===== src/hfcl_pkg.sv =====
package hfcl_pkg;
  // Byte codes of the ASCII exchange
  localparam logic [7:0] CH_REQ = 8'h25;
  localparam logic [7:0] CH_RSP = 8'h23;
  localparam logic [7:0] CH_CMD = 8'h41;
  localparam logic [7:0] CH_CR = 8'h0D;
  localparam logic [7:0] CH_ZERO = 8'h30;
  // Node addresses
  localparam logic [4:0] ADDR_DEFAULT = 5'h06;
  localparam logic [4:0] ADDR_HOST = 5'h02;
  localparam logic [4:0] ADDR_MIN = 5'h07;
  localparam logic [4:0] ADDR_MAX = 5'h1E;
  // Relative current scale, five decimal digits
  localparam int VAL_W = 17;
  localparam logic [16:0] VAL_FULL = 17'h1869F;
  localparam logic [16:0] CEIL_RESET = 17'h1869F;
  localparam int DIGITS = 5;
  localparam int RSP_LEN = 9;
  // Persistent settings slots
  localparam logic [1:0] SLOT_CEIL = 2'h0;
  localparam logic [1:0] SLOT_ADDR = 2'h1;
  localparam logic [1:0] SLOT_AMIN = 2'h2;
  localparam logic [1:0] SLOT_AMAX = 2'h3;

  typedef struct packed {
    logic valid;
    logic [7:0] data;
  } hfcl_byte_s;

  typedef enum logic [2:0] {
    ST_IDLE, ST_ADDR_HI, ST_ADDR_LO, ST_CMD, ST_DIGIT, ST_SEND
  } hfcl_state_e;
endpackage


===== src/hfcl_store.sv =====
`timescale 1ns/1ns
`default_nettype none
// Small settings store; read data is registered
module hfcl_store (
  input wire logic i_clock,
  input wire logic i_enable,
  input wire logic i_we,
  input wire logic [1:0] i_waddr,
  input wire logic [16:0] i_wdata,
  input wire logic [1:0] i_raddr,
  output logic [16:0] o_rdata
);
  logic [16:0] mem [4];

  // No reset: contents stand for non-volatile cells
  always_ff @(posedge i_clock) begin
    if (i_enable) begin
      if (i_we) begin
        mem[i_waddr] <= i_wdata;
      end
      o_rdata <= mem[i_raddr];
    end
  end
endmodule
`default_nettype wire


===== src/hfcl_port.sv =====
`timescale 1ns/1ns
`default_nettype none
module hfcl_port (
  input wire logic i_clock,
  input wire logic i_rst,
  input wire logic i_enable,
  input wire hfcl_pkg::hfcl_byte_s i_rx,
  input wire logic i_tx_ready,
  input wire logic i_panel_addr_we,
  input wire logic [4:0] i_panel_addr,
  input wire logic i_running,
  input wire logic [16:0] i_load_current,
  input wire logic [16:0] i_current_demand,
  input wire logic i_amp_we,
  input wire logic [16:0] i_amp_min,
  input wire logic [16:0] i_amp_max,
  input wire logic [16:0] i_amp_rel,
  input wire logic i_restore,
  output hfcl_pkg::hfcl_byte_s o_tx,
  output logic [4:0] o_node_addr,
  output logic [16:0] o_ceiling,
  output logic [16:0] o_peak_current,
  output logic [16:0] o_current_cmd,
  output logic o_limit_active,
  output logic [16:0] o_amp_out
);
  hfcl_pkg::hfcl_state_e state;
  logic [4:0] node_addr;
  logic [16:0] ceiling;
  logic [16:0] amin;
  logic [16:0] amax;
  logic [16:0] peak;
  logic [16:0] acc;
  logic [4:0] rx_addr;
  logic [2:0] digit_cnt;
  logic [3:0] tx_idx;
  logic [16:0] tx_val;
  logic [1:0] restore_step;
  logic restoring;
  logic load_pend;
  logic [1:0] load_slot;
  logic amax_pend;
  logic [16:0] st_rdata;

  // Decimal helpers
  function automatic logic is_digit(input logic [7:0] c);
    return c >= hfcl_pkg::CH_ZERO && c <= 8'h39;
  endfunction
  function automatic logic [3:0] dval(input logic [7:0] c);
    logic [7:0] d;
    d = c - hfcl_pkg::CH_ZERO;
    return d[3:0];
  endfunction

  wire logic rx_v = i_rx.valid;
  wire logic [7:0] rx_d = i_rx.data;
  wire logic [4:0] addr_step = 5'((rx_addr * 5'd10) + 5'(dval(rx_d)));
  wire logic [16:0] acc_step = 17'((acc * 17'd10) + 17'(dval(rx_d)));
  wire logic addr_ok = rx_addr == node_addr;
  wire logic panel_ok = i_panel_addr >= hfcl_pkg::ADDR_MIN
                      && i_panel_addr <= hfcl_pkg::ADDR_MAX;
  wire logic set_frame = rx_v && state == hfcl_pkg::ST_DIGIT
                       && rx_d == hfcl_pkg::CH_CR && digit_cnt == 3'(hfcl_pkg::DIGITS);
  wire logic query_frame = rx_v && state == hfcl_pkg::ST_DIGIT
                         && rx_d == hfcl_pkg::CH_CR && digit_cnt == 3'd0;

  // Limit: full scale means no limiting
  wire logic limit_on = i_running && ceiling != hfcl_pkg::VAL_FULL;
  wire logic clip = limit_on && i_current_demand > ceiling;
  wire logic [16:0] next_cmd = clip ? ceiling : i_current_demand;

  // Amplitude window mapping, rel/FULL across min..max
  wire logic [16:0] span = (amax > amin) ? 17'(amax - amin) : 17'h00000;
  wire logic [33:0] prod = 34'(span) * 34'(i_amp_rel);
  wire logic [16:0] next_amp = 17'(amin + 17'(prod / 34'(hfcl_pkg::VAL_FULL)));

  // Reply digit selection
  function automatic logic [7:0] digit_at(input logic [16:0] v, input logic [3:0] pos);
    logic [16:0] q;
    q = v;
    for (int k = 0; k < 4; k++) begin
      if (k < 4 - (int'(pos) - 4)) begin
        q = q / 17'd10;
      end
    end
    return 8'(q % 17'd10) + hfcl_pkg::CH_ZERO;
  endfunction
  logic [7:0] tx_char;
  always_comb begin
    unique case (tx_idx)
      4'h0: tx_char = hfcl_pkg::CH_RSP;
      4'h1: tx_char = hfcl_pkg::CH_ZERO;
      4'h2: tx_char = hfcl_pkg::CH_ZERO + 8'(hfcl_pkg::ADDR_HOST);
      4'h3: tx_char = hfcl_pkg::CH_CMD;
      4'h9: tx_char = hfcl_pkg::CH_CR;
      default: tx_char = digit_at(tx_val, tx_idx);
    endcase
  end

  // Persistent store: restore walks slots after i_restore; amax follows amin a cycle later
  wire logic st_we = (set_frame && addr_ok) || (i_panel_addr_we && panel_ok) || i_amp_we
                   || amax_pend;
  wire logic [1:0] st_waddr = (set_frame && addr_ok) ? hfcl_pkg::SLOT_CEIL :
                              (i_panel_addr_we && panel_ok) ? hfcl_pkg::SLOT_ADDR :
                              i_amp_we ? hfcl_pkg::SLOT_AMIN : hfcl_pkg::SLOT_AMAX;
  wire logic [16:0] st_wdata = (set_frame && addr_ok) ? acc :
                               (i_panel_addr_we && panel_ok) ? 17'(i_panel_addr) :
                               i_amp_we ? i_amp_min : amax;
  hfcl_store u_store (
    .i_clock(i_clock),
    .i_enable(i_enable),
    .i_we(st_we && !restoring && !load_pend),
    .i_waddr(st_waddr),
    .i_wdata(st_wdata),
    .i_raddr(restore_step),
    .o_rdata(st_rdata)
  );

  // Restore sequencer; one slot read per cycle
  always_ff @(posedge i_clock) begin
    if (i_rst) begin
      restoring <= 1'b0;
      restore_step <= 2'h0;
      load_pend <= 1'b0;
      load_slot <= 2'h0;
      amax_pend <= 1'b0;
    end else if (i_enable) begin
      // Read data lags the address by one cycle, so the load trails the walk
      load_pend <= restoring;
      load_slot <= restore_step;
      amax_pend <= i_amp_we;
      if (i_restore && !restoring) begin
        restoring <= 1'b1;
        restore_step <= 2'h0;
      end else if (restoring) begin
        restore_step <= restore_step + 2'h1;
        if (restore_step == hfcl_pkg::SLOT_AMAX) begin
          restoring <= 1'b0;
        end
      end
    end
  end

  // Settings registers
  always_ff @(posedge i_clock) begin
    if (i_rst) begin
      node_addr <= hfcl_pkg::ADDR_DEFAULT;
      ceiling <= hfcl_pkg::CEIL_RESET;
      amin <= 17'h00000;
      amax <= hfcl_pkg::VAL_FULL;
    end else if (i_enable) begin
      if (load_pend) begin
        // Data of the slot read last cycle now out of the store
        unique case (load_slot)
          hfcl_pkg::SLOT_CEIL: ceiling <= st_rdata;
          hfcl_pkg::SLOT_ADDR: node_addr <= st_rdata[4:0];
          hfcl_pkg::SLOT_AMIN: amin <= st_rdata;
          hfcl_pkg::SLOT_AMAX: amax <= st_rdata;
        endcase
      end else begin
        if (set_frame && addr_ok) begin
          ceiling <= acc;
        end
        if (i_panel_addr_we && panel_ok) begin
          node_addr <= i_panel_addr;
        end
        if (i_amp_we) begin
          amin <= i_amp_min;
          amax <= i_amp_max;
        end
      end
    end
  end

  // Frame parser and reply sender
  always_ff @(posedge i_clock) begin
    if (i_rst) begin
      state <= hfcl_pkg::ST_IDLE;
      rx_addr <= 5'h00;
      acc <= 17'h00000;
      digit_cnt <= 3'h0;
      tx_idx <= 4'h0;
      tx_val <= 17'h00000;
    end else if (i_enable) begin
      unique case (state)
        hfcl_pkg::ST_IDLE: begin
          if (rx_v && rx_d == hfcl_pkg::CH_REQ) begin
            state <= hfcl_pkg::ST_ADDR_HI;
            rx_addr <= 5'h00;
          end
        end
        hfcl_pkg::ST_ADDR_HI, hfcl_pkg::ST_ADDR_LO: begin
          if (rx_v) begin
            if (is_digit(rx_d)) begin
              rx_addr <= addr_step;
              state <= (state == hfcl_pkg::ST_ADDR_HI) ? hfcl_pkg::ST_ADDR_LO
                                                       : hfcl_pkg::ST_CMD;
            end else begin
              state <= hfcl_pkg::ST_IDLE;
            end
          end
        end
        hfcl_pkg::ST_CMD: begin
          if (rx_v) begin
            acc <= 17'h00000;
            digit_cnt <= 3'h0;
            state <= (rx_d == hfcl_pkg::CH_CMD) ? hfcl_pkg::ST_DIGIT : hfcl_pkg::ST_IDLE;
          end
        end
        hfcl_pkg::ST_DIGIT: begin
          if (rx_v) begin
            if (is_digit(rx_d) && digit_cnt < 3'(hfcl_pkg::DIGITS)) begin
              acc <= acc_step;
              digit_cnt <= digit_cnt + 3'h1;
            end else if (query_frame && addr_ok) begin
              tx_val <= ceiling;
              tx_idx <= 4'h0;
              state <= hfcl_pkg::ST_SEND;
            end else begin
              state <= hfcl_pkg::ST_IDLE;
            end
          end
        end
        hfcl_pkg::ST_SEND: begin
          if (i_tx_ready) begin
            tx_idx <= tx_idx + 4'h1;
            if (tx_idx == 4'(hfcl_pkg::RSP_LEN)) begin
              state <= hfcl_pkg::ST_IDLE;
            end
          end
        end
        default: state <= hfcl_pkg::ST_IDLE;
      endcase
    end
  end

  // Outputs, all registered
  always_ff @(posedge i_clock) begin
    if (i_rst) begin
      o_tx <= '0;
      o_node_addr <= hfcl_pkg::ADDR_DEFAULT;
      o_ceiling <= hfcl_pkg::CEIL_RESET;
      peak <= 17'h00000;
      o_current_cmd <= 17'h00000;
      o_limit_active <= 1'b0;
      o_amp_out <= 17'h00000;
    end else if (i_enable) begin
      o_tx.valid <= state == hfcl_pkg::ST_SEND && i_tx_ready;
      o_tx.data <= tx_char;
      o_node_addr <= node_addr;
      o_ceiling <= ceiling;
      if (i_running && i_load_current > peak) begin
        peak <= i_load_current;
      end
      o_current_cmd <= next_cmd;
      o_limit_active <= clip;
      o_amp_out <= next_amp;
    end
  end
  assign o_peak_current = peak;
endmodule
`default_nettype wire


===== config.mk =====
export PLATFORM = sky130hd
export DESIGN_NAME = hfcl_port
export DESIGN_NICKNAME = d
export VERILOG_FILES = /design/src/hfcl_pkg.sv /design/src/hfcl_store.sv /design/src/hfcl_port.sv
export SDC_FILE = /design/constraint.sdc
export NUM_CORES = 2
export LEC_CHECK = 0
export CAP_MARGIN = 20
export CORE_UTILIZATION = 51
export CTS_CLUSTER_SIZE = 8
export DETAILED_ROUTE_END_ITERATION = 10
export DONT_BUFFER_PORTS = 1
export PLACE_DENSITY_LB_ADDON = 0.08
export RECOVER_POWER = 50
export SYNTH_ARGS = -nofsm -noshare
export SYNTH_HDL_FRONTEND = slang
export SYNTH_SLANG_ARGS = --single-unit

===== constraint.sdc =====
create_clock -name i_clock -period 32.2 [get_ports i_clock]
set_input_delay 6.44 -clock i_clock [delete_from_list [all_inputs] [get_ports i_clock]]
set_output_delay 6.44 -clock i_clock [all_outputs]
set_load 0.05 [all_outputs]

* Word level (Yosys, flattened, before mapping)
Memories as Yosys holds them, arrays and structs flattened. A register that Yosys moved wholly into a read port is not among the register bits.
Index checks and enable logic that the tools add are counted.
Widths: inputs -> output; s select.
** Storage, ports and cells
- Bits in registers :: 195
- Bits in writable memories :: 68
- Bits of input ports :: 107
- Output and inout port bits :: 83
- Memories kept :: 1
** Operators by class
- Add/subtract/negate cells :: 11
- Multipliers :: 3
- Div/mod/pow operators :: 6
- Order comparisons :: 12
- Eq/ne operators :: 33
- Multiplexer cells :: 66
- Bitwise gates (word level) :: 1
- Reduce and logical (&&, ||, !) cells :: 47
** Memories
- u_store.mem :: words 4, bits a word 17, read ports 1, clocked after Yosys merged registers in 1, wr ports 1, line hfcl_store.sv:13 : logic [16:0] mem [4];
** Operators by type and width (count)
- $mux 17 :: 25
- $div 17x4->17 const B :: 4
- $gt 17x17->1 :: 3
- $pmux 8 s5 :: 1
- $mux 3 :: 12
- $div 34x17->34 const B :: 1
- $mul 17x17->34 :: 1
- $pmux 17 s2 :: 1
- $mux 5 :: 6
- $logic_and 1x1->1 :: 18
- $add 17x17->17 :: 1
- $add 17x4->17 :: 1
- $mod 17x4->17 const B :: 1
- $mul 17x3->16 const B :: 1
- $ne 17x17->1 const B :: 1
- $sub 17x17->17 :: 1
- $mux 4 :: 4
- $ne 2x2->1 const B :: 8
- $pmux 3 s5 :: 1
- $reduce_and 5->1 :: 3
- $reduce_bool 2->1 :: 7
- $lt 3x6->1 const A :: 2
- $ne 2x1->1 const B :: 6
- $reduce_and 3->1 :: 4
- 44 further kinds :: 66

* Logic depth before layout (Yosys ltp)
- Word-level depth :: 17
- Mapped depth :: 155

* Modules after synthesis
Synthesis repeated with hierarchy kept, for this count alone.
** Second synthesis, totals
- Cell total of the unflattened synthesis :: 5196
- Area, all modules :: 41137.0 um^2
** Modules (own cells, without submodules)
- hfcl_port :: instances 1, cells each 5086, area an instance 38095.3 um^2, sequential area each 3903.7 um^2
- hfcl_store :: instances 1, cells each 110, area an instance 3041.7 um^2, sequential area each 2552.4 um^2

* Worst setup path after synthesis
No wires, ideal clock.
- Path type :: input to register
- Start point :: input port i_amp_rel[7]
- End point :: register o_amp_out[16]
- Library setup time :: 0.128 ns
- Arrival :: 34.476 ns
- Data required time :: 32.072 ns
- Path slack :: -2.403 ns
- Cell stages on the path :: 129
- Cells stage by stage :: buf_1 > clkbuf_1 > nand2_1 > fa_1 > inv_1 > fa_1 > inv_1 > fa_1 > inv_1 > fa_1 > inv_1 > fa_1 > inv_1 > fa_1 > ha_1 > buf_2 > and3_2 > a221oi_4 > [... 93 more ...] > a21o_1 > a21oi_1 > nor2_1 > nor2_1 > o21bai_1 > a21oi_1 > o21bai_1 > a21oi_1 > o21bai_1 > a21oi_1 > o21bai_1 > a21oi_1 > o21bai_1 > a21oi_1 > xnor2_1 > xnor2_1 > mux2i_1 > nor2_1
** Between the ends
- Longest elaborated chain between the ends :: 3
** RTL lines
- from (decl) :: line hfcl_port.sv:17 : input wire logic [16:0] i_amp_rel,
- $mul 17x17->34 :: line hfcl_port.sv:74 : wire logic [33:0] prod = 34'(span) * 34'(i_amp_rel);
- $div 34x17->34 :: line hfcl_port.sv:75 : wire logic [16:0] next_amp = 17'(amin + 17'(prod / 34'(hfcl_pkg::VAL_FULL)));
- $add 17x17->17 :: line hfcl_port.sv:75
- to (signal assigned) :: line hfcl_port.sv:257 : o_amp_out <= next_amp;
- to (decl) :: line hfcl_port.sv:25 : output logic [16:0] o_amp_out
Every way passes these cells.
A chain may end at the register's enable or synchronous reset.

* Final worst setup path
- Start point :: input port i_amp_rel[2]
- End point :: register o_amp_out[16]
Same word-level chain as after synthesis.

==> run_results.csv <==
group,metric,value,unit
status,outcome,"finished, violations left",
status,failed_checks,"DRC, capacitance limit, slew limit, setup timing",
synthesis,yosysMostFrequentCell,"nand2_1",
setup_path,cp-end-kind,"register",
clock_tree,cts_sinks,280,
timing,relSlewSlack,-12.41,%
setup_path,critPathLaunchType,"primary input",
clock_tree,clk_pin_slew,50,ps
synthesis,synth_edf_count,85,
placed_design,gp_congestion,0.9554,
clock_tree,cts_buffer_depth,3,
timing,finalSetupViolations,2,
finish,synthToLayoutAreaGrowth,29.32,%
synthesis,ys_ff_latch,280,
routing,drtPass1Iterations,8,
finish,largest_reg_flops,68,
synthesis,syn_avg_cell_area,7.808,um^2
synthesis,synth_area_leader_cell,"fa_1",
synthesis,netlist_top_cells_area,"fa_1 (11%), dfxtp_1 (9.4%), ha_1 (6.7%), edfxtp_1 (6.1%), nand2_1 (5.1%)",
clock_tree,tritoncts,"built",
routing,wl_per_cell,18.92,um
timing,tightest_slew,1686,ps
finish,n_fill_cell,6982,
clock_tree,h-tree-depth,2,
synthesis,synth.distinct_cells,147,
synthesis,ys_seq_area_share,15.52,%
die,die_h,287.6,um
die,ios,190,
setup_path,critical_path.slowest_cell,"or4_4",
placed_design,dp_hpwl,109700,um
timing,hold_slack,474.0,ps
setup_path,critical_path_required,32680,ps
synthesis,synthArstFlopShare,0,%
setup_path,crit_top_cell,"a21oi_2",
routing,vias,43170,
timing,hold_violations,0,
finish,largest-register,"u_store.mem",
setup_path,startpoint,"i_amp_rel[2]",
grt,grt_max_degree,196,
die,die_width,287.6,um
synthesis,syn-instance-count,5327,
setup_path,timing.rr.start,"amin[0]",
setup_path,critPathArrivalTime,32890,ps
grt,grt_antenna_before_repair,6,
timing,tns,-291.1,ps
setup_path,slowest_delay,610,ps
routing,antenna_left,0,
die,start_util,51.56,%
clock_tree,numCtsBuffers,40,
timing,slew_viol_final,36,
synthesis,ys.flop_type,"dfxtp_1",
routing,drc_errors,2,
setup_path,crit_family,"compound AO/OA/AOI/OAI gates",
timing,final.min_clock_period,32410,ps
finish,layout-drive-gt1-share,26.15,%
setup_path,crit_buf_inv,12,
setup_path,path_class,"in -> reg",
routing,drt_wl_total,138600,um
routing,drt_iter0_drc,2921,
clock_tree,insertion_delay,550,ps
timing,finClkSkew,33.65,ps
finish,fin_util,66.67,%
synthesis,ys_warn_count,0,
die,dieArea,82710,um^2
grt,grt_pass1_vias,41890,
die,num_rows,104,
run,drv_cap,1,
timing,rsz0062_at_grt,"yes",
min_path,hold_start,"rx_addr[4]",
placed_design,place_ws,-1325,ps
grt,grtUsageTotal,32.36,%
synthesis,synth_top_cell_area_share,11.02,%
synthesis,synth_common_cells,"nand2_1 (567), nor2_1 (512), inv_1 (435)",
timing,max_freq,30.85,MHz
grt,gr-total-overflow,0,
finish,nNetsFinal,6804,
clock_tree,clock-root-buffer,"clkbuf_16",
synthesis,syn_area,41590,um^2
timing,fin_crit_sh,100.7,%
routing,via_per_inst,5.893,
timing,fin_ws,-211.7,ps
setup_path,path_max_fanout,17,
grt,grt_pass1_wl,219000,um
min_path,min_path_type,"reg -> reg",
synthesis,synth_nets,5886,
placed_design,io_buffers,0,
die,coreArea,80680,um^2
==> worst register-to-register path, delay by kind of cell (launching register included) <==
kind            cells  cell delay, ps
mux                 6            1600
fa+ha+maj          11            4600
compound gates     67           13170
buf+inv            13            1530
xor+xnor            6             860
flops               1             450
simple gates       29            8120
==> cell families (layout without fill, tap and decap cells) <==
| group | count (synthesis) | count (layout) | synth area share [%] |
|---|---|---|---|
| flops | 280 | 280 | 15.52 |
| mux | 249 | 249 | 6.609 |
| xor+xnor | 326 | 326 | 7.063 |
| other cells | 0 | 4 | 0 |
| fa+ha+maj | 478 | 478 | 18.36 |
| compound gates | 1431 | 1431 | 24.45 |
| buf+inv | 677 | 1611 | 6.275 |
| simple gates | 1886 | 1886 | 21.73 |
==> layout by cell type (no fill, tap or decap), types with 27 or more instances in the layout <==
master and n:
a21o_1 87, inv_1 425, and2_1 141, a211oi_1 90, o21a_1 43, dfxtp_1 194, nor3_1 142, nand3_1 103
a21oi_2 33, edfxtp_1 85, a21oi_1 294, nor2_1 499, buf_4 1067, a31oi_1 40, o21ai_0 209, fa_1 221
xnor2_1 209, nand4_1 41, a22oi_1 27, o21ai_1 45, nor2b_1 35, nand2b_1 57, a211o_1 48, and3_1 44
nand2_1 545, o21bai_1 33, clkbuf_16 40, ha_1 214, o211ai_1 44, mux2i_1 194, xor2_1 83, or3_1 33
==> through the flow <==
stage          cells  instance area, um^2
2_1_floorplan   5327                42590
3_3_place_gp    7190                50600
3_5_place_dp    7191                50600
4_1_cts         7268                52400
5_1_grt         7325                53790
6_report        7325                53790
==> final timing paths <==
check / slack, ps / end / cells after the start
max: -210 / o_amp_out[16] / 117
min: 470 / rx_addr[4] / 2
max reg2reg: 1810 / o_amp_out[16] / 132
min reg2reg: 470 / rx_addr[4] / 2
==> what timing repair did <==
item / in CTS / in global routing
setup buffers: 19 / 54
gates resized for setup: 92 / 197
pin swaps: 36 / 147
setup endpoints to repair: 7 / 13
hold buffers: 0 / 0
==> routing by layer <==
| layer | vias to the layer above | wire (um) | part of all wire (%) | global-route usage [%] |
|---|---|---|---|---|
| li1 | 20850 | - | - | - |
| met1 | 20850 | 58820 | 42 | 41.39 |
| met2 | 1231 | 66880 | 48 | 55.76 |
| met3 | 239 | 8225 | 5.9 | 4.620 |
| met4 | 4 | 4620 | 3.3 | 10.39 |
| met5 | - | 22 | 0.016 | 0 |
==> layout make-up <==
class,instances,area [um^2],area share (%)
clock buffer,55,1057,1.965
antenna,4,10.01,0.01861
inverter,446,1688,3.138
timing repair buffer,1107,8456,15.72
multi-input combinational,4370,34710,64.54
clock inverter,3,80.08,0.1489
sequential,280,6460,12.01
tap,1060,1326,2.466
Power is not shown: default switching activity piles up to over one toggle a cycle in this logic, so the estimate is an artifact.
